**src/design/dcp_consts.svh**
```systemverilog
// register offsets, field positions and reset values of the pwm mode block
// assumes byte addressing on a 32-bit apb bus
`ifndef DCP_CONSTS_SVH
`define DCP_CONSTS_SVH
`define DCP_OFS_BUF_MODE     12'h000
`define DCP_OFS_FUNC_CTRL    12'h004
`define DCP_OFS_CUTOFF_SEL   12'h008
`define DCP_OFS_OUT_DISABLE  12'h00c
`define DCP_OFS_STATUS       12'h010
`define DCP_BUF_MODE_MASK    8'hf1
`define DCP_FUNC_CTRL_MASK   8'hcf
`define DCP_RST_BUF_MODE     8'h00
`define DCP_RST_FUNC_CTRL    8'h80
`define DCP_RST_CUTOFF_SEL   8'h00
`define DCP_RST_OUT_DISABLE  8'hff
`define DCP_BIT_SYNC         0
`define DCP_BIT_GRP0_C       4
`define DCP_BIT_GRP0_D       5
`define DCP_BIT_GRP1_C       6
`define DCP_BIT_GRP1_D       7
`define DCP_BIT_PWM_THREE_SELECT         7
`define DCP_BIT_A0_CUT_LO    6
`define DCP_BIT_B0_CUT_LO    4
`endif

```
**src/design/dcp_pkg.sv**
```systemverilog
// types of the pwm mode block
// assumes dcp_consts.svh holds the numbers
package dcp_pkg;
   typedef enum logic [3:0] {
      DCP_MODE_TIMER  = 4'h1,
      DCP_MODE_PWM_THREE_SELECT   = 4'h2,
      DCP_MODE_RSYNC  = 4'h4,
      DCP_MODE_COMPL  = 4'h8
   } dcp_mode_e;
   typedef enum logic [1:0] {
      DCP_CUT_OFF  = 2'h0,
      DCP_CUT_HIZ  = 2'h1,
      DCP_CUT_LOW  = 2'h2,
      DCP_CUT_HIGH = 2'h3
   } dcp_cut_e;
   typedef struct packed {
      logic [7:0]  buf_mode;
      logic [7:0]  func_ctrl;
      logic [7:0]  cutoff_sel;
      logic [7:0]  out_disable;
      logic [31:0] prdata;
      logic [3:0]  xfer_grp;
      logic [1:0]  pin_val;
      logic [1:0]  pin_oe_n;
   } dcp_state_s;
endpackage

```
**src/design/dcp_pwm_mode_cfg.sv**
```systemverilog
// configuration logic of a two-counter pwm timer pair
// assumes counter, compare and waveform logic outside, apb master on clk_sys
`include "dcp_consts.svh"
`timescale 1ns/100ps
`default_nettype none
module dcp_pwm_mode_cfg (
   // clock, reset, enable
   input  wire  logic        clk_sys,
   input  wire  logic        rst_n,
   input  wire  logic        clk_en,
   // apb slave
   input  wire  logic        psel,
   input  wire  logic        penable,
   input  wire  logic        pwrite,
   input  wire  logic [11:0] paddr,
   input  wire  logic [31:0] pwdata,
   input  wire  logic [3:0]  pstrb,
   output logic              pready,
   output logic              pslverr,
   output logic [31:0]       prdata,
   // counter events, same clock
   input  wire  logic        cnt1_underflow,
   input  wire  logic        cnt0_match_a,
   input  wire  logic        cnt_running,
   // timer waveform levels for the eight pins, bit order a0 b0 c0 d0 a1 b1 c1 d1
   input  wire  logic [7:0]  timer_wave,
   // mode outputs to the counter logic
   output logic              sync_run,
   output logic [3:0]        buffer_enable,
   output logic [3:0]        buffer_xfer,
   output logic [3:0]        mode_onehot,
   // pin muxing: 1 hands the pin to the timer
   output logic [7:0]        timer_owns_pin,
   // forced cutoff trigger and pins a0, b0 (oe low drives)
   input  wire  logic        cutoff_req,
   output logic [1:0]        pin_out,
   output logic [1:0]        pin_oe_n
);
   dcp_pkg::dcp_state_s st_r;
   dcp_pkg::dcp_state_s st_nxt;
   dcp_pkg::dcp_mode_e  mode;
   logic                wr_en;
   logic                rd_en;
   logic                addr_ok;
   logic                xfer_evt;
   logic [1:0]          cut_a0;
   logic [1:0]          cut_b0;

   assign wr_en   = psel && penable && pwrite && pstrb[0] && clk_en;
   assign rd_en   = psel && !penable && !pwrite && clk_en;
   assign addr_ok = paddr == `DCP_OFS_BUF_MODE || paddr == `DCP_OFS_FUNC_CTRL ||
                    paddr == `DCP_OFS_CUTOFF_SEL || paddr == `DCP_OFS_OUT_DISABLE ||
                    paddr == `DCP_OFS_STATUS;

   // mode decode: pwm_three_select select only counts when combination is 00
   always_comb begin
      unique case (st_r.func_ctrl[1:0])
         2'h0: mode = st_r.func_ctrl[`DCP_BIT_PWM_THREE_SELECT] ? dcp_pkg::DCP_MODE_TIMER
                                                    : dcp_pkg::DCP_MODE_PWM_THREE_SELECT;
         2'h1: mode = dcp_pkg::DCP_MODE_RSYNC;
         2'h2: mode = dcp_pkg::DCP_MODE_COMPL;
         2'h3: mode = dcp_pkg::DCP_MODE_COMPL;
      endcase
   end

   // transfer event picks underflow or grp0 a match in complementary modes
   always_comb begin
      if (st_r.func_ctrl[1:0] == 2'h2) begin
         xfer_evt = cnt1_underflow;
      end else if (st_r.func_ctrl[1:0] == 2'h3) begin
         xfer_evt = cnt0_match_a;
      end else begin
         xfer_evt = cnt0_match_a;
      end
   end

   assign cut_a0 = st_r.cutoff_sel[`DCP_BIT_A0_CUT_LO +: 2];
   assign cut_b0 = st_r.cutoff_sel[`DCP_BIT_B0_CUT_LO +: 2];

   always_comb begin
      st_nxt = st_r;
      // apb writes, only byte lane 0 carries data
      if (wr_en) begin
         unique case (paddr)
            `DCP_OFS_BUF_MODE:    st_nxt.buf_mode    = pwdata[7:0] & `DCP_BUF_MODE_MASK;
            `DCP_OFS_FUNC_CTRL:   st_nxt.func_ctrl   = pwdata[7:0] & `DCP_FUNC_CTRL_MASK;
            `DCP_OFS_CUTOFF_SEL:  st_nxt.cutoff_sel  = pwdata[7:0];
            `DCP_OFS_OUT_DISABLE: st_nxt.out_disable = pwdata[7:0];
            default: ;
         endcase
      end
      // read data captured in setup so the access phase is zero wait
      if (rd_en) begin
         unique case (paddr)
            `DCP_OFS_BUF_MODE:    st_nxt.prdata = {24'h000000, st_r.buf_mode};
            `DCP_OFS_FUNC_CTRL:   st_nxt.prdata = {24'h000000, st_r.func_ctrl};
            `DCP_OFS_CUTOFF_SEL:  st_nxt.prdata = {24'h000000, st_r.cutoff_sel};
            `DCP_OFS_OUT_DISABLE: st_nxt.prdata = {24'h000000, st_r.out_disable};
            `DCP_OFS_STATUS:      st_nxt.prdata = {27'h0000000, cnt_running, mode};
            default:              st_nxt.prdata = 32'h00000000;
         endcase
      end
      // buffer-to-general transfer pulses, only for groups in buffer role
      st_nxt.xfer_grp = 4'h0;
      if (clk_en && xfer_evt) begin
         st_nxt.xfer_grp = {st_r.buf_mode[`DCP_BIT_GRP1_D], st_r.buf_mode[`DCP_BIT_GRP1_C],
                            st_r.buf_mode[`DCP_BIT_GRP0_D], st_r.buf_mode[`DCP_BIT_GRP0_C]};
      end
      // forced cutoff on a0 and b0; 00 lets the timer wave through
      st_nxt.pin_val  = timer_wave[1:0];
      st_nxt.pin_oe_n = st_r.out_disable[1:0];
      if (cutoff_req && cut_a0 != dcp_pkg::DCP_CUT_OFF) begin
         st_nxt.pin_val[0]  = cut_a0 == dcp_pkg::DCP_CUT_HIGH;
         st_nxt.pin_oe_n[0] = cut_a0 == dcp_pkg::DCP_CUT_HIZ || st_r.out_disable[0];
      end
      if (cutoff_req && cut_b0 != dcp_pkg::DCP_CUT_OFF) begin
         st_nxt.pin_val[1]  = cut_b0 == dcp_pkg::DCP_CUT_HIGH;
         st_nxt.pin_oe_n[1] = cut_b0 == dcp_pkg::DCP_CUT_HIZ || st_r.out_disable[1];
      end
      // clock enable low freezes everything
      if (!clk_en) begin
         st_nxt = st_r;
      end
   end

   always_ff @(posedge clk_sys or negedge rst_n) begin
      if (!rst_n) begin
         st_r.buf_mode    <= `DCP_RST_BUF_MODE;
         st_r.func_ctrl   <= `DCP_RST_FUNC_CTRL;
         st_r.cutoff_sel  <= `DCP_RST_CUTOFF_SEL;
         st_r.out_disable <= `DCP_RST_OUT_DISABLE;
         st_r.prdata      <= 32'h00000000;
         st_r.xfer_grp    <= 4'h0;
         st_r.pin_val     <= 2'h0;
         st_r.pin_oe_n    <= 2'h3;
      end else begin
         st_r <= st_nxt;
      end
   end

   assign pready        = 1'b1;
   assign pslverr       = psel && penable && !addr_ok;
   assign prdata        = st_r.prdata;
   assign sync_run      = st_r.buf_mode[`DCP_BIT_SYNC];
   assign buffer_enable = {st_r.buf_mode[`DCP_BIT_GRP1_D],
                           st_r.buf_mode[`DCP_BIT_GRP1_C],
                           st_r.buf_mode[`DCP_BIT_GRP0_D],
                           st_r.buf_mode[`DCP_BIT_GRP0_C]};
   assign buffer_xfer   = st_r.xfer_grp;
   assign mode_onehot   = mode;
   // pin goes to port logic when its disable bit is set
   assign timer_owns_pin = ~st_r.out_disable;
   assign pin_out       = st_r.pin_val;
   assign pin_oe_n      = st_r.pin_oe_n;
endmodule
`default_nettype wire

```
**config.mk**
```make
export PLATFORM = sky130hd
export DESIGN_NAME = dcp_pwm_mode_cfg
export DESIGN_NICKNAME = d
export VERILOG_FILES = /design/src/design/dcp_pkg.sv /design/src/design/dcp_pwm_mode_cfg.sv
export VERILOG_INCLUDE_DIRS = /design/src /design/src/design
export SDC_FILE = /design/constraint.sdc
export NUM_CORES = 1
export LEC_CHECK = 0
export BUFFER_PORTS_ARGS = -buffer_cell sky130_fd_sc_hd__buf_4
export CORE_ASPECT_RATIO = 0.75
export CORE_UTILIZATION = 50
export DETAILED_ROUTE_END_ITERATION = 6
export PLACE_DENSITY_LB_ADDON = 0.3
export SLEW_MARGIN = 15
export SYNTH_ARGS = -nofsm -noshare
export SYNTH_HDL_FRONTEND = slang
export SYNTH_SLANG_ARGS = --single-unit
```
**constraint.sdc**
```tcl
create_clock -name clk_sys -period 3.8 [get_ports clk_sys]
set_input_delay 0.76 -clock clk_sys [delete_from_list [all_inputs] [get_ports clk_sys]]
set_output_delay 0.76 -clock clk_sys [all_outputs]
set_load 0.01 [all_outputs]
```
* Yosys cells after proc, flatten, opt, wreduce, memory -nomap -nowiden *
Index checks and enable logic that the tools add are counted.

operators by class
  $add $sub $neg = 0
  $mul = 0
  divide/modulo/power cells = 0
  order comparisons = 0
  eq/ne operators = 11
  shifts and indexed selects = 0
  muxes and demuxes = 9
  bitwise gates (word level) = 1
  reduce and logical (&&, ||, !) cells = 30

operators with widths
  kind                                                  number
  case mux 8 bit (5 select lines)                       1
  equality test 12 x 4 -> 1 bit, second input constant  2
  equality test 12 x 3 -> 1 bit, second input constant  1
  equality test 12 x 5 -> 1 bit, second input constant  1
  zero test 12 bit                                      1
  case mux 4 bit (3 select lines)                       1
  AND reduction 3 bit                                   4
  logical AND 1 bit                                     11
  equality test 2 bit, second input constant            4
  NOT 8 bit                                             1
  equality test 2 x 1 -> 1 bit, second input constant   3
  logical OR 1 bit                                      6
  two-way mux 1 bit                                     5
  two-way mux 4 bit                                     1
  nonzero test 2 bit                                    2
  zero test 1 bit                                       3
  zero test 2 bit                                       1
  two-way mux 2 bit                                     1
  AND reduction 2 bit                                   1
  OR reduction 2 bit                                    1

storage, ports and cells
  register bits after elaboration = 67
  latch bits = 0
  RAM bits = 0
  ROM bits = 0
  input port bits = 66
  output and inout bits = 59
  word-level logic and storage cells = 59
  memories kept = 0

* Logic depth before layout (Yosys ltp) *
Gate-level depths: netlist (run 1).

  depth after elaboration = 7
  mapped depth = 7

* Worst setup path before layout (run 1) *
Ideal clock, no wire load.

  kind = input to output
  start point = in paddr[9]
  end point = out pslverr
  arrival time = 2180 ps
  data required time = 3040 ps
  slack = 860 ps
  stages = 4
  path buffers = 1
  cells stage by stage = or4_4 -> buf_2 -> nor4b_1 -> nor2_1

between the ends
  word-level cells in the longest chain between the ends = 7
  elaborated cells on any way between the ends = 11
  classes of those cells = 4 x eq/ne; 7 x reduce/logical

RTL lines
  what                                                               RTL line                 text
  start: declaration                                                 dcp_pwm_mode_cfg.sv:15   input wire logic [11:0] paddr,
  equality test 12 x 3 -> 1 bit or zero test 12 bit (tied branches)  -
  logical OR 1 bit (no source line) (3 in a row)                     -
  logical OR 1 bit (no source line) *                                -
  zero test 1 bit *                                                  dcp_pwm_mode_cfg.sv:142  assign pslverr = psel && penable && !addr_ok;
  logical AND 1 bit *                                                dcp_pwm_mode_cfg.sv:142
  end: declaration                                                   dcp_pwm_mode_cfg.sv:19   output logic pslverr,

Mark *: on every way between the ends. The rest lies on a longest branch, timed or not.

* Worst setup path in the final report (run 1) *
Same ends and word-level chain as after synthesis.

==> results of run 1 <==
==> how the worst max path moves through the flow <==
stage | startpoint | to | slack [ns] | cells past startpoint
2_1_floorplan | paddr[9] | pslverr | 0.86 | 4
3_3_place_gp | paddr[9] | st_r[51] | 0.73 | 5
4_1_cts | paddr[9] | pslverr | 0.85 | 6
3_5_place_dp | paddr[9] | cut_a0[0] | 0.73 | 5
6_report | paddr[9] | pslverr | 0.85 | 6
5_1_grt | paddr[9] | pslverr | 0.75 | 6
==> flip-flops by register name, summed over array words and instances, names as in the netlist <==
register	count
buffer_enable	4
buffer_xfer	4
cut_a0	2
cut_b0	2
pin_oe_n	2
pin_out	2
prdata	8
st_r	18
sync_run	1
==> per-layer routing <==
metal	up-vias	wire length (um)	global-route usage [%]
met4	0	94	7.63
met1	898	2590	31.4
met2	64	2250	29.2
met5	-	0	0
li1	880	-	-
met3	12	326	4.91
==> cells by family (layout without fill, tap and decap cells) <==
group,count (synthesis),after routing,share of synthesized area [%]
AO/OA/AOI/OAI,31,31,8.88
buffers and inverters,67,84,16.8
flip-flops,43,43,42.5
multiplexers,36,36,15.6
other,2,25,0.293
AND/OR/NAND/NOR,67,67,15.9
==> through the flow <==
stage                     cells  utilization (%)  setup WS (ns)
after global placement      338             57.8          0.727
after floorplan             269                -          0.860
after CTS                   346             60.5          0.854
after detailed placement    338             57.8          0.729
after global routing        346             60.5          0.749
final                       346             60.5          0.848
==> cell usage after synthesis (all sizes together) (2+ instances only) <==
cell type,count,area (um2)
nand3b,6,45.0
nor2,8,30.0
conb,2,7.51
dfstp,11,289
nor3,3,26.3
or4,2,18.8
clkbuf,8,30.0
mux2i,4,40.0
nand2b,2,12.5
nor3b,3,45.1
a22o,6,52.6
inv,9,33.8
o32a,2,20.0
or3,5,31.3
a31oi,4,25.0
o211ai,6,45.0
nand3,3,15.0
nor4,9,56.3
dfrtp,32,801
mux2,32,360
o21ai,7,35.0
buf,50,368
nor2b,5,31.3
nand2,17,63.8
a22oi,2,15.0
==> layout make-up <==
class / instances / area (um2) / area share [%]
clock buffer: 5 / 68.8 / 2.32
clock inverter: 3 / 67.6 / 2.28
inverter: 9 / 33.8 / 1.14
multi-input combinational: 159 / 1130 / 38.0
sequential: 43 / 1090 / 36.7
tap: 60 / 75.1 / 2.53
timing repair buffer: 67 / 503 / 17.0
==> power breakdown <==
group | total [uW] | internal [uW] | leakage, uW | switching, uW
registers | 464 | 462 | 0.000555 | 2.09
logic | 87.8 | 35.9 | 0.000774 | 51.9
clock network | 423 | 262 | 0.0000644 | 162
total | 976 | 760 | 0.00139 | 215
==> metrics.md, run 1 <==
| Metric | Value |
|---|---|
| Status | `finished with violations` |
| Failing checks | `DRC` |
| Relative slew margins | `64.2%` |
| Clock transition at the registers of the reported paths | `0.08 ns` |
| Starting DRT DRC Count | `147` |
| Share of cells above drive strength 1 | `43.4%` |
| Initial Util | `52.3%` |
| CTS max path bufs | `2` |
| Final min period | `2.95 ns` |
| Commonest non-fill, non-tap cells in the layout | `buf_4, mux2_2, dfrtp_1` |
| DR vias | `1854` |
| Post-DRT Antenna Nets | `0` |
| Net count, final | `351` |
| Core area | `4900 um2` |
| CTS buffer count | `5` |
| Post-route cell area | `2970 um2` |
| Chip Height | `64.0 um` |
| WP data arrival | `2.19 ns` |
| Startpoint types | `input port` |
| Crit Path Class | `in -> out` |
| R2R Path End | `prdata[1]` |
| Drt first pass iters | `7` |
| Maxcap violations | `0` |
| Ys Warns | `0` |
| # H-tree levels | `2` |
| Worst IR Drop VDD | `198 uV` |
| Buffers added on ports | `66` |
| Dpl cell area | `2830 um2` |
| PD cells | `329 nW/um2` |
| Num Clock Sinks | `43` |
| Number of synthesized flops with an enable pin | `0` |
| Setup-failing EPs final | `0` |
| Root Driver | `clkbuf_8` |
| Critical Path End Type | `primary output` |
| Initial antenna violation count | `0` |
| First-pass GRT wire length | `8680 um` |
| Slowest-stage cell, CP | `or4_4` |
| #FFs+latches synth | `43` |
| Skew-Pair Late Insertion Delay | `0.30 ns` |
| Final Power | `976 uW` |
| Top_reg_cell synth | `dfrtp_1` |
| Area delta synth->final | `15.7%` |
| Post-route clock period utilization | `77.7%` |
| Post-Route WL | `5260 um` |
| Drt via density | `5.36` |
| Post-synth cell types | `39` |
| Total track usage | `20.9%` |
| Slew Viols, Final | `0` |
| Synth async-reset ratio | `100%` |
| FMAX | `339 MHz` |
| R2R Setup Slk | `1.86 ns` |
| Grt ovf | `0` |
| HP Class | `in -> async` |
| Final Hold Vio Count | `0` |
| Setup TNS | `0 ns` |
| Syn avg cell area | `10.4 um2` |
| Wirelength per Cell | `15.2 um` |
| Synthesized cell area | `2560 um2` |
| CTS tree | `yes` |
| Die area | `5420 um2` |
| Buf+Inv Stages, Crit Path | `3` |
| Max Clock Skew | `0.00482 ns` |
| Hold Slack | `0.437 ns` |
| Gpl congestion | `0.866` |
| Worst Path Required | `3.04 ns` |
| Hold Buf Count CTS | `0` |
| Setup bufs post-CTS | `0` |
| Pleak | `0.00139 uW` |
| Die X | `84.7 um` |
| FP Rows | `22` |
| Most common cell after layout, fill and taps aside | `buf_4` |
| Largest net degree at the start of global routing | `44` |
| Reg2Reg Depth | `4` |
| Critical path peak fanout | `12` |
| Worst Tran Pin Value | `0.533 ns` |
| Dpl hpwl | `3840 um` |
| Vias in the first global route | `1654` |
| Register area share after synthesis | `42.5%` |
| FF-to-FF Start | `st_r[56]` |
| Crit-path leading delay family | `simple AND/OR/NAND/NOR gates` |
| Crit path top cell by count | `buf_4` |
| CP max stage delay | `0.62 ns` |
| Num ports | `125` |
| Worst-path cell chain | `buf_4 -> or4_4 -> nor4b_1 -> buf_4 -> nor2_1 -> buf_4` |
| Post-route DRC | `4` |
| Synth Instances | `246` |
| Filler instances | `431` |
| RSZ-0062 raised after global routing | `false` |
| ANT cells | `0` |
| Cts repair resizes | `0` |
(Power assumes the default switching activity.)
==> run 2, diff against run 1 <==
- ABC_AREA: unset -> 1
- CORE_UTILIZATION: 50 -> 46
- clock period: 3.8 -> 2.85 ns (I/O delays scaled with it)
==> metrics.md, run 2 <==
| Metric | Value |
|---|---|
| Synth Instances | `321 (+30%)` |
| Drt first pass iters | `4 (-3)` |
| Register area share after synthesis | `42.2% (-0.27 points)` |
| Startpoint types | `input port` |
| Setup TNS | `0 ns (unchanged)` |
| Number of synthesized flops with an enable pin | `0 (unchanged)` |
| #FFs+latches synth | `43 (unchanged)` |
| Synthesized cell area | `2580 um2 (+0.63%)` |
| Synth area leaders | `dfrtp_1, buf_4, dfstp_2` |
| WL met3 | `372 um (+14%)` |
| RSZ-0062 raised after global routing | `false` |
| Ys Warns | `0 (unchanged)` |
| # H-tree levels | `2 (unchanged)` |
| CTS buffer count | `5 (unchanged)` |
| Most common cell after layout, fill and taps aside | `nand2_1` |
| Initial antenna violation count | `0 (unchanged)` |
| Net count, final | `431 (+23%)` |
| Worst Tran Pin Value | `0.524 ns (-0.00926 ns)` |
| CTS max path bufs | `2 (unchanged)` |
| DR top layer | `met4` |
| Status | `finished clean` |
| Post-route DRC | `0 (-4)` |
| Synth async-reset ratio | `100% (unchanged)` |
| Chip Height | `66.9 um (+4.4%)` |
| Critical Path End Type | `primary output` |
| Most flops, register | `st_r` |
| Area delta synth->final | `16.6%` |
| Crit Path Class | `in -> out` |
| Top-count cell post-synth | `nand2_1` |
| First-pass GRT wire length | `8830 um (+1.7%)` |
| Die X | `88.5 um (+4.5%)` |
| ANT cells | `0 (unchanged)` |
| Most frequent cells after synthesis | `nand2_1, buf_4, nand3_1` |
| Area of the multi-input gates | `1050 um2 (-7.0%)` |
| Wirelength per Cell | `12.5 um (-18%)` |
| Filler instances | `512 (+19%)` |
| Register area | `1090 um2 (unchanged)` |
| Num Clock Sinks | `43 (unchanged)` |
| Max reg flops | `18 (unchanged)` |
| Skew-Pair Late Insertion Delay | `0.30 ns (about the same)` |
| Starting DRT DRC Count | `109 (-26%)` |
| Slew Viols, Final | `0 (unchanged)` |
| Post-synth cell types | `27 (-31%)` |
| Clock transition at the registers of the reported paths | `0.08 ns (about the same)` |
| Yosys top cell area share | `31.0% (-0.20 points)` |
| Root Driver | `clkbuf_8` |
| Hold Buf Count CTS | `0 (unchanged)` |
| Syn avg cell area | `8.04 um2 (-23%)` |
| Die area | `5920 um2 (+9.1%)` |
| CTS tree | `yes` |
| Share of cells above drive strength 1 | `30.3% (-13 points)` |
| Final Hold Vio Count | `0 (unchanged)` |
| Setup bufs post-CTS | `0 (unchanged)` |
| Num ports | `125 (unchanged)` |
| Fin worst setup slack | `0.731 ns (-0.117 ns)` |
| Core area | `5380 um2 (+9.8%)` |
| Post-route clock period utilization | `74.3%` |
| PD cells | `441 nW/um2 (+34%)` |
| Largest registers | `st_r x18, prdata x8` |
| Final min period | `2.12 ns` |
| Buffers added on ports | `66 (unchanged)` |
| Top_reg_cell synth | `dfrtp_1` |
| Grt ovf | `0 (unchanged)` |
| HP Class | `in -> async` |
| Gpl congestion | `0.833 (-3.8%)` |
| Relative slew margins | `65.1% (+0.89 points)` |
| FMAX | `472 MHz` |
| Worst IR Drop VDD | `263 uV (+33%)` |
| Drt via density | `4.71 (-12%)` |
| WP data arrival | `1.55 ns (-0.64 ns)` |
| Worst Path Required | `2.28 ns (-0.76 ns)` |
| Maxcap violations | `0 (unchanged)` |
| Max Clock Skew | `0.00544 ns (+0.000617 ns)` |
| Vias in the first global route | `1792 (+8.3%)` |
| Post-synth top area cell | `dfrtp_1` |
| Critical path peak fanout | `12 (unchanged)` |
| FP Rows | `23 (+4.5%)` |
| Cts repair resizes | `0 (unchanged)` |
| Pleak | `0.00151 uW (+8.2%)` |
| Commonest non-fill, non-tap cells in the layout | `nand2_1, buf_4, nand3_1` |
| Largest net degree at the start of global routing | `44 (unchanged)` |
| Total track usage | `19.9% (-1.0 points)` |
| Wl on met1 | `2640 um (+1.9%)` |
| Post-Route WL | `5490 um (+4.5%)` |
| Initial Util | `47.9% (-4.4 points)` |
| Setup-failing EPs final | `0 (unchanged)` |
| Dpl hpwl | `4100 um (+6.7%)` |
| Routed wl met2 | `2430 um (+8.3%)` |
| Post-DRT Antenna Nets | `0 (unchanged)` |
| DR vias | `2075 (+12%)` |
| Pre-CTS WS | `0.725 ns (-0.00472 ns)` |
## run 2: changes by cell type after synthesis, sizes merged, moves of 5 or more
cell | before | now
nand2 | 17 | 76
nand3 | 3 | 37
mux2 | 32 | 0
o21ai | 7 | 39
inv | 9 | 32
nor2 | 8 | 23
nor4 | 9 | 0
clkbuf | 8 | 2
o211ai | 6 | 0
a22o | 6 | 1
nand3b | 6 | 1
nor2b | 5 | 0
or3 | 5 | 0
## run 2: where the power goes
part           internal, uW  total (uW)  switching (uW)
combinational          56.6         134            77.6
clock                   349         562             212
sequential              624         631            7.14
total                  1030        1330             297
## run 2: kinds of logic (layout without fill, tap and decap cells)
logic type	after synthesis	after routing	synth area share [%]
AND/OR/NAND/NOR	141	141	25.8
AO/OA/AOI/OAI	48	48	11.3
buffers and inverters	87	109	20.4
flip-flops	43	43	42.2
other	2	25	0.291
## run 2: final timing paths
kind	cells after the start	slack (ns)	startpoint	to
worst max-delay path	9	0.73	paddr[1]	pslverr
worst min-delay path	1	0.25	rst_n	buffer_enable[2]
worst max register to register	3	1.50	st_r[57]	buffer_xfer[3]
worst min register to register	2	0.49	st_r[50]	st_r[50]
max in group asynchronous	1	2.23	rst_n	pin_oe_n[1]
min in group clk_sys	3	0.49	pwdata[5]	buffer_enable[1]
## run 2: metal layers
| metal | global-route usage [%] | vias to the layer above |
|---|---|---|
| li1 | - | 1042 |
| met1 | 30.1 | 957 |
| met4 | 5.44 | 0 |
| met5 | 0 | - |
| met3 | 3.84 | 5 |
| met2 | 28.6 | 71 |
## run 2: critical path, stage by stage
cell and delay [ns]:
buf_4 0.12, nor2_4 0.13, nand2_2 0.08, nor2_1 0.09
buf_4 0.19, nand2_1 0.12, nand2_1 0.07, nor2_1 0.04
buf_4 0.13
## run 2: metrics by stage
step                      utilization (%)  cells  instance area, um2  power, uW  hold slack (ns)
after floorplan                         -    344                2670        741            0.274
after global placement               53.4    433                2870        775            0.466
after detailed placement             53.4    433                2870        778            0.470
after CTS                            55.9    441                3010       1340            0.264
after global routing                 55.9    441                3010       1380            0.281
final                                55.9    441                3010       1330            0.249
## run 2: final cells by class
type | count | area share (%)
Clock buffer | 5 | 2.29
Tap cell | 75 | 3.12
Sequential cell | 43 | 36.2
Inverter | 32 | 3.99
Timing Repair Buffer | 69 | 17.2
Multi-Input combinational cell | 214 | 34.9
Clock inverter | 3 | 2.25
==> run 3, diff against run 2 <==
- CORE_UTILIZATION: 46 -> 42
- clock period: 2.85 -> 1.9 ns (I/O delays scaled with it)
==> metrics.md, run 3 (synthesis gave the netlist of run 2 again) <==
| Metric | Value |
|---|---|
| Status | `finished clean` |
| ANT cells | `0 (unchanged)` |
| Hold Buf Count CTS | `0 (unchanged)` |
| Area of the multi-input gates | `1050 um2 (unchanged)` |
| Combinational share of power | `11.9% (+1.8 points)` |
| Largest registers | `st_r x18, prdata x8` |
| Final Hold Vio Count | `0 (unchanged)` |
| CTS buffer count | `5 (unchanged)` |
| Total track usage | `18.1% (-1.8 points)` |
| CP max stage delay | `0.56 ns (+0.37 ns)` |
| Internal power | `1280 uW (+24%)` |
| Grt ovf | `0 (unchanged)` |
| RSZ-0062 raised after global routing | `false` |
| Share of cells above drive strength 1 | `30.5% (+0.21 points)` |
| Post-DRT Antenna Nets | `0 (unchanged)` |
| Cts repair resizes | `0 (unchanged)` |
| Max Clock Skew | `0.00439 ns (-0.00105 ns)` |
| Switching Share | `25.4% (+3.1 points)` |
| FP Rows | `24 (+4.3%)` |
| Core area | `5860 um2 (+8.8%)` |
| Fin worst setup slack | `0.0764 ns (-0.655 ns)` |
| CTS tree | `yes` |
| Num Clock Sinks | `43 (unchanged)` |
| Gpl congestion | `0.869 (+4.3%)` |
| Final min period | `1.82 ns` |
| Worst IR Drop VDD | `311 uV (+18%)` |
| Pre-CTS WS | `0.171 ns (-0.553 ns)` |
| Num ports | `125 (unchanged)` |
| Critical path peak fanout | `4 (-8)` |
| Maxcap violations | `0 (unchanged)` |
| Filler instances | `592 (+16%)` |
| CTS max path bufs | `2 (unchanged)` |
| Slew Viols, Final | `0 (unchanged)` |
| Initial Util | `44.1% (-3.9 points)` |
| Slowest-stage cell, CP | `dfstp_2` |
| Relative slew margins | `64.0% (-1.1 points)` |
| WP data arrival | `1.44 ns (-0.11 ns)` |
| HP Class | `in -> async` |
| Crit Path Class | `reg -> out` |
| Register area | `1090 um2 (unchanged)` |
| Worst Path Required | `1.52 ns (-0.76 ns)` |
| Worst Tran Pin Value | `0.540 ns (+0.0169 ns)` |
| Most flops, register | `st_r` |
| Post-Route WL | `5540 um (+0.93%)` |
| Startpoint types | `flip-flop` |
| Setup TNS | `0 ns (unchanged)` |
| First-pass GRT wire length | `9050 um (+2.6%)` |
| Post-route DRC | `0 (unchanged)` |
| Die X | `92.5 um (+4.5%)` |
| Clock transition at the registers of the reported paths | `0.08 ns (about the same)` |
| Pleak | `0.00151 uW (about the same)` |
| Max reg flops | `18 (unchanged)` |
| Skew-Pair Late Insertion Delay | `0.29 ns (about the same)` |
| Largest net degree at the start of global routing | `44 (unchanged)` |
| Post-route clock period utilization | `96.0%` |
| Dpl hpwl | `4200 um (+2.5%)` |
| Net Switching | `438 uW (+47%)` |
| Chip Height | `69.9 um (+4.5%)` |
| Buffers added on ports | `66 (unchanged)` |
| Starting DRT DRC Count | `140 (+28%)` |
| Reg2Reg Depth | `5 (+2)` |
| FMAX | `548 MHz` |
| Net count, final | `435 (+0.93%)` |
| Drt first pass iters | `5 (+1)` |
| Initial antenna violation count | `0 (unchanged)` |
| Wirelength per Cell | `12.4 um (-0.65%)` |
| DR vias | `2049 (-1.3%)` |
| Setup bufs post-CTS | `0 (unchanged)` |
| PD cells | `573 nW/um2 (+30%)` |
| Hold Slack | `0.0718 ns (-0.177 ns)` |
| Clock network fraction of total power | `33.1% (-9.2 points)` |
| Commonest non-fill, non-tap cells in the layout | `buf_4, nand2_1, nand3_1` |
| Critical Path End Type | `primary output` |
| Worst-path cell chain | `nor3b_1 -> buf_4` |
| Seq pwr share | `55.0% (+7.4 points)` |
| Final Power | `1720 uW (+30%)` |
| Core Util, Final | `51.2% (-4.7 points)` |
| Die area | `6460 um2 (+9.3%)` |
| Drt via density | `4.57 (-2.8%)` |
| Vias in the first global route | `1824 (+1.8%)` |
| Root Driver | `clkbuf_8` |
| # H-tree levels | `2 (unchanged)` |
| Area delta synth->final | `16.2%` |
| Most common cell after layout, fill and taps aside | `buf_4` |
| Setup-failing EPs final | `0 (unchanged)` |
-- run 3: cell count changes in the layout (fill, tap and decap cells not counted), sizes merged --
cell,delta
buf,+4
bufinv,-2
clkbuf,+2
clkinv,+1
clkinvlp,-1
-- run 3: critical path, delay by kind of cell (launching register included) --
kind	cells	cell delay, ns
flip-flops	1	0.56
buffers and inverters	1	0.20
AND/OR/NAND/NOR	1	0.39
-- run 3: layer usage --
layer	track usage, %	routed length, um
met2	25.9	2340
met4	4.17	47
met5	0	0
met3	3.49	396
met1	28.0	2760
-- run 3: per-stage QoR --
| stage | area, um2 | instances |
|---|---|---|
| 2_1_floorplan | 2670 | 344 |
| 5_1_grt | 3000 | 448 |
| 6_report | 3000 | 448 |
| 3_5_place_dp | 2920 | 440 |
| 4_1_cts | 3000 | 448 |
| 3_3_place_gp | 2920 | 440 |
-- run 3: final cells by class --
class	instances	share of cell area [%]
Inverter	32	4.00
Clock inverter	1	0.167
Multi-Input combinational cell	214	35.0
Sequential cell	43	36.3
Timing Repair Buffer	73	18.7
Tap cell	78	3.25
Clock buffer	7	2.54
-- run 3: power groups by stage --
stage	Combinational [uW]	Clock (uW)	Sequential [uW]
finish	205	569	946
global route	230	603	949
CTS	207	577	946
detailed placement	207	0	963
global placement	203	0	963
floorplan	151	0	961
-- run 3: worst paths after layout --
check | start | to | slack (ns)
worst min-delay path | rst_n | buffer_enable[0] | 0.07
worst max register to register | st_r[63] | prdata[0] | 0.51
min in group clk_sys | clk_en | pin_oe_n[0] | 0.30
worst min register to register | prdata[3] | prdata[3] | 0.50
worst max-delay path | st_r[63] | mode_onehot[0] | 0.08
max in group asynchronous | rst_n | st_r[43] | 1.45
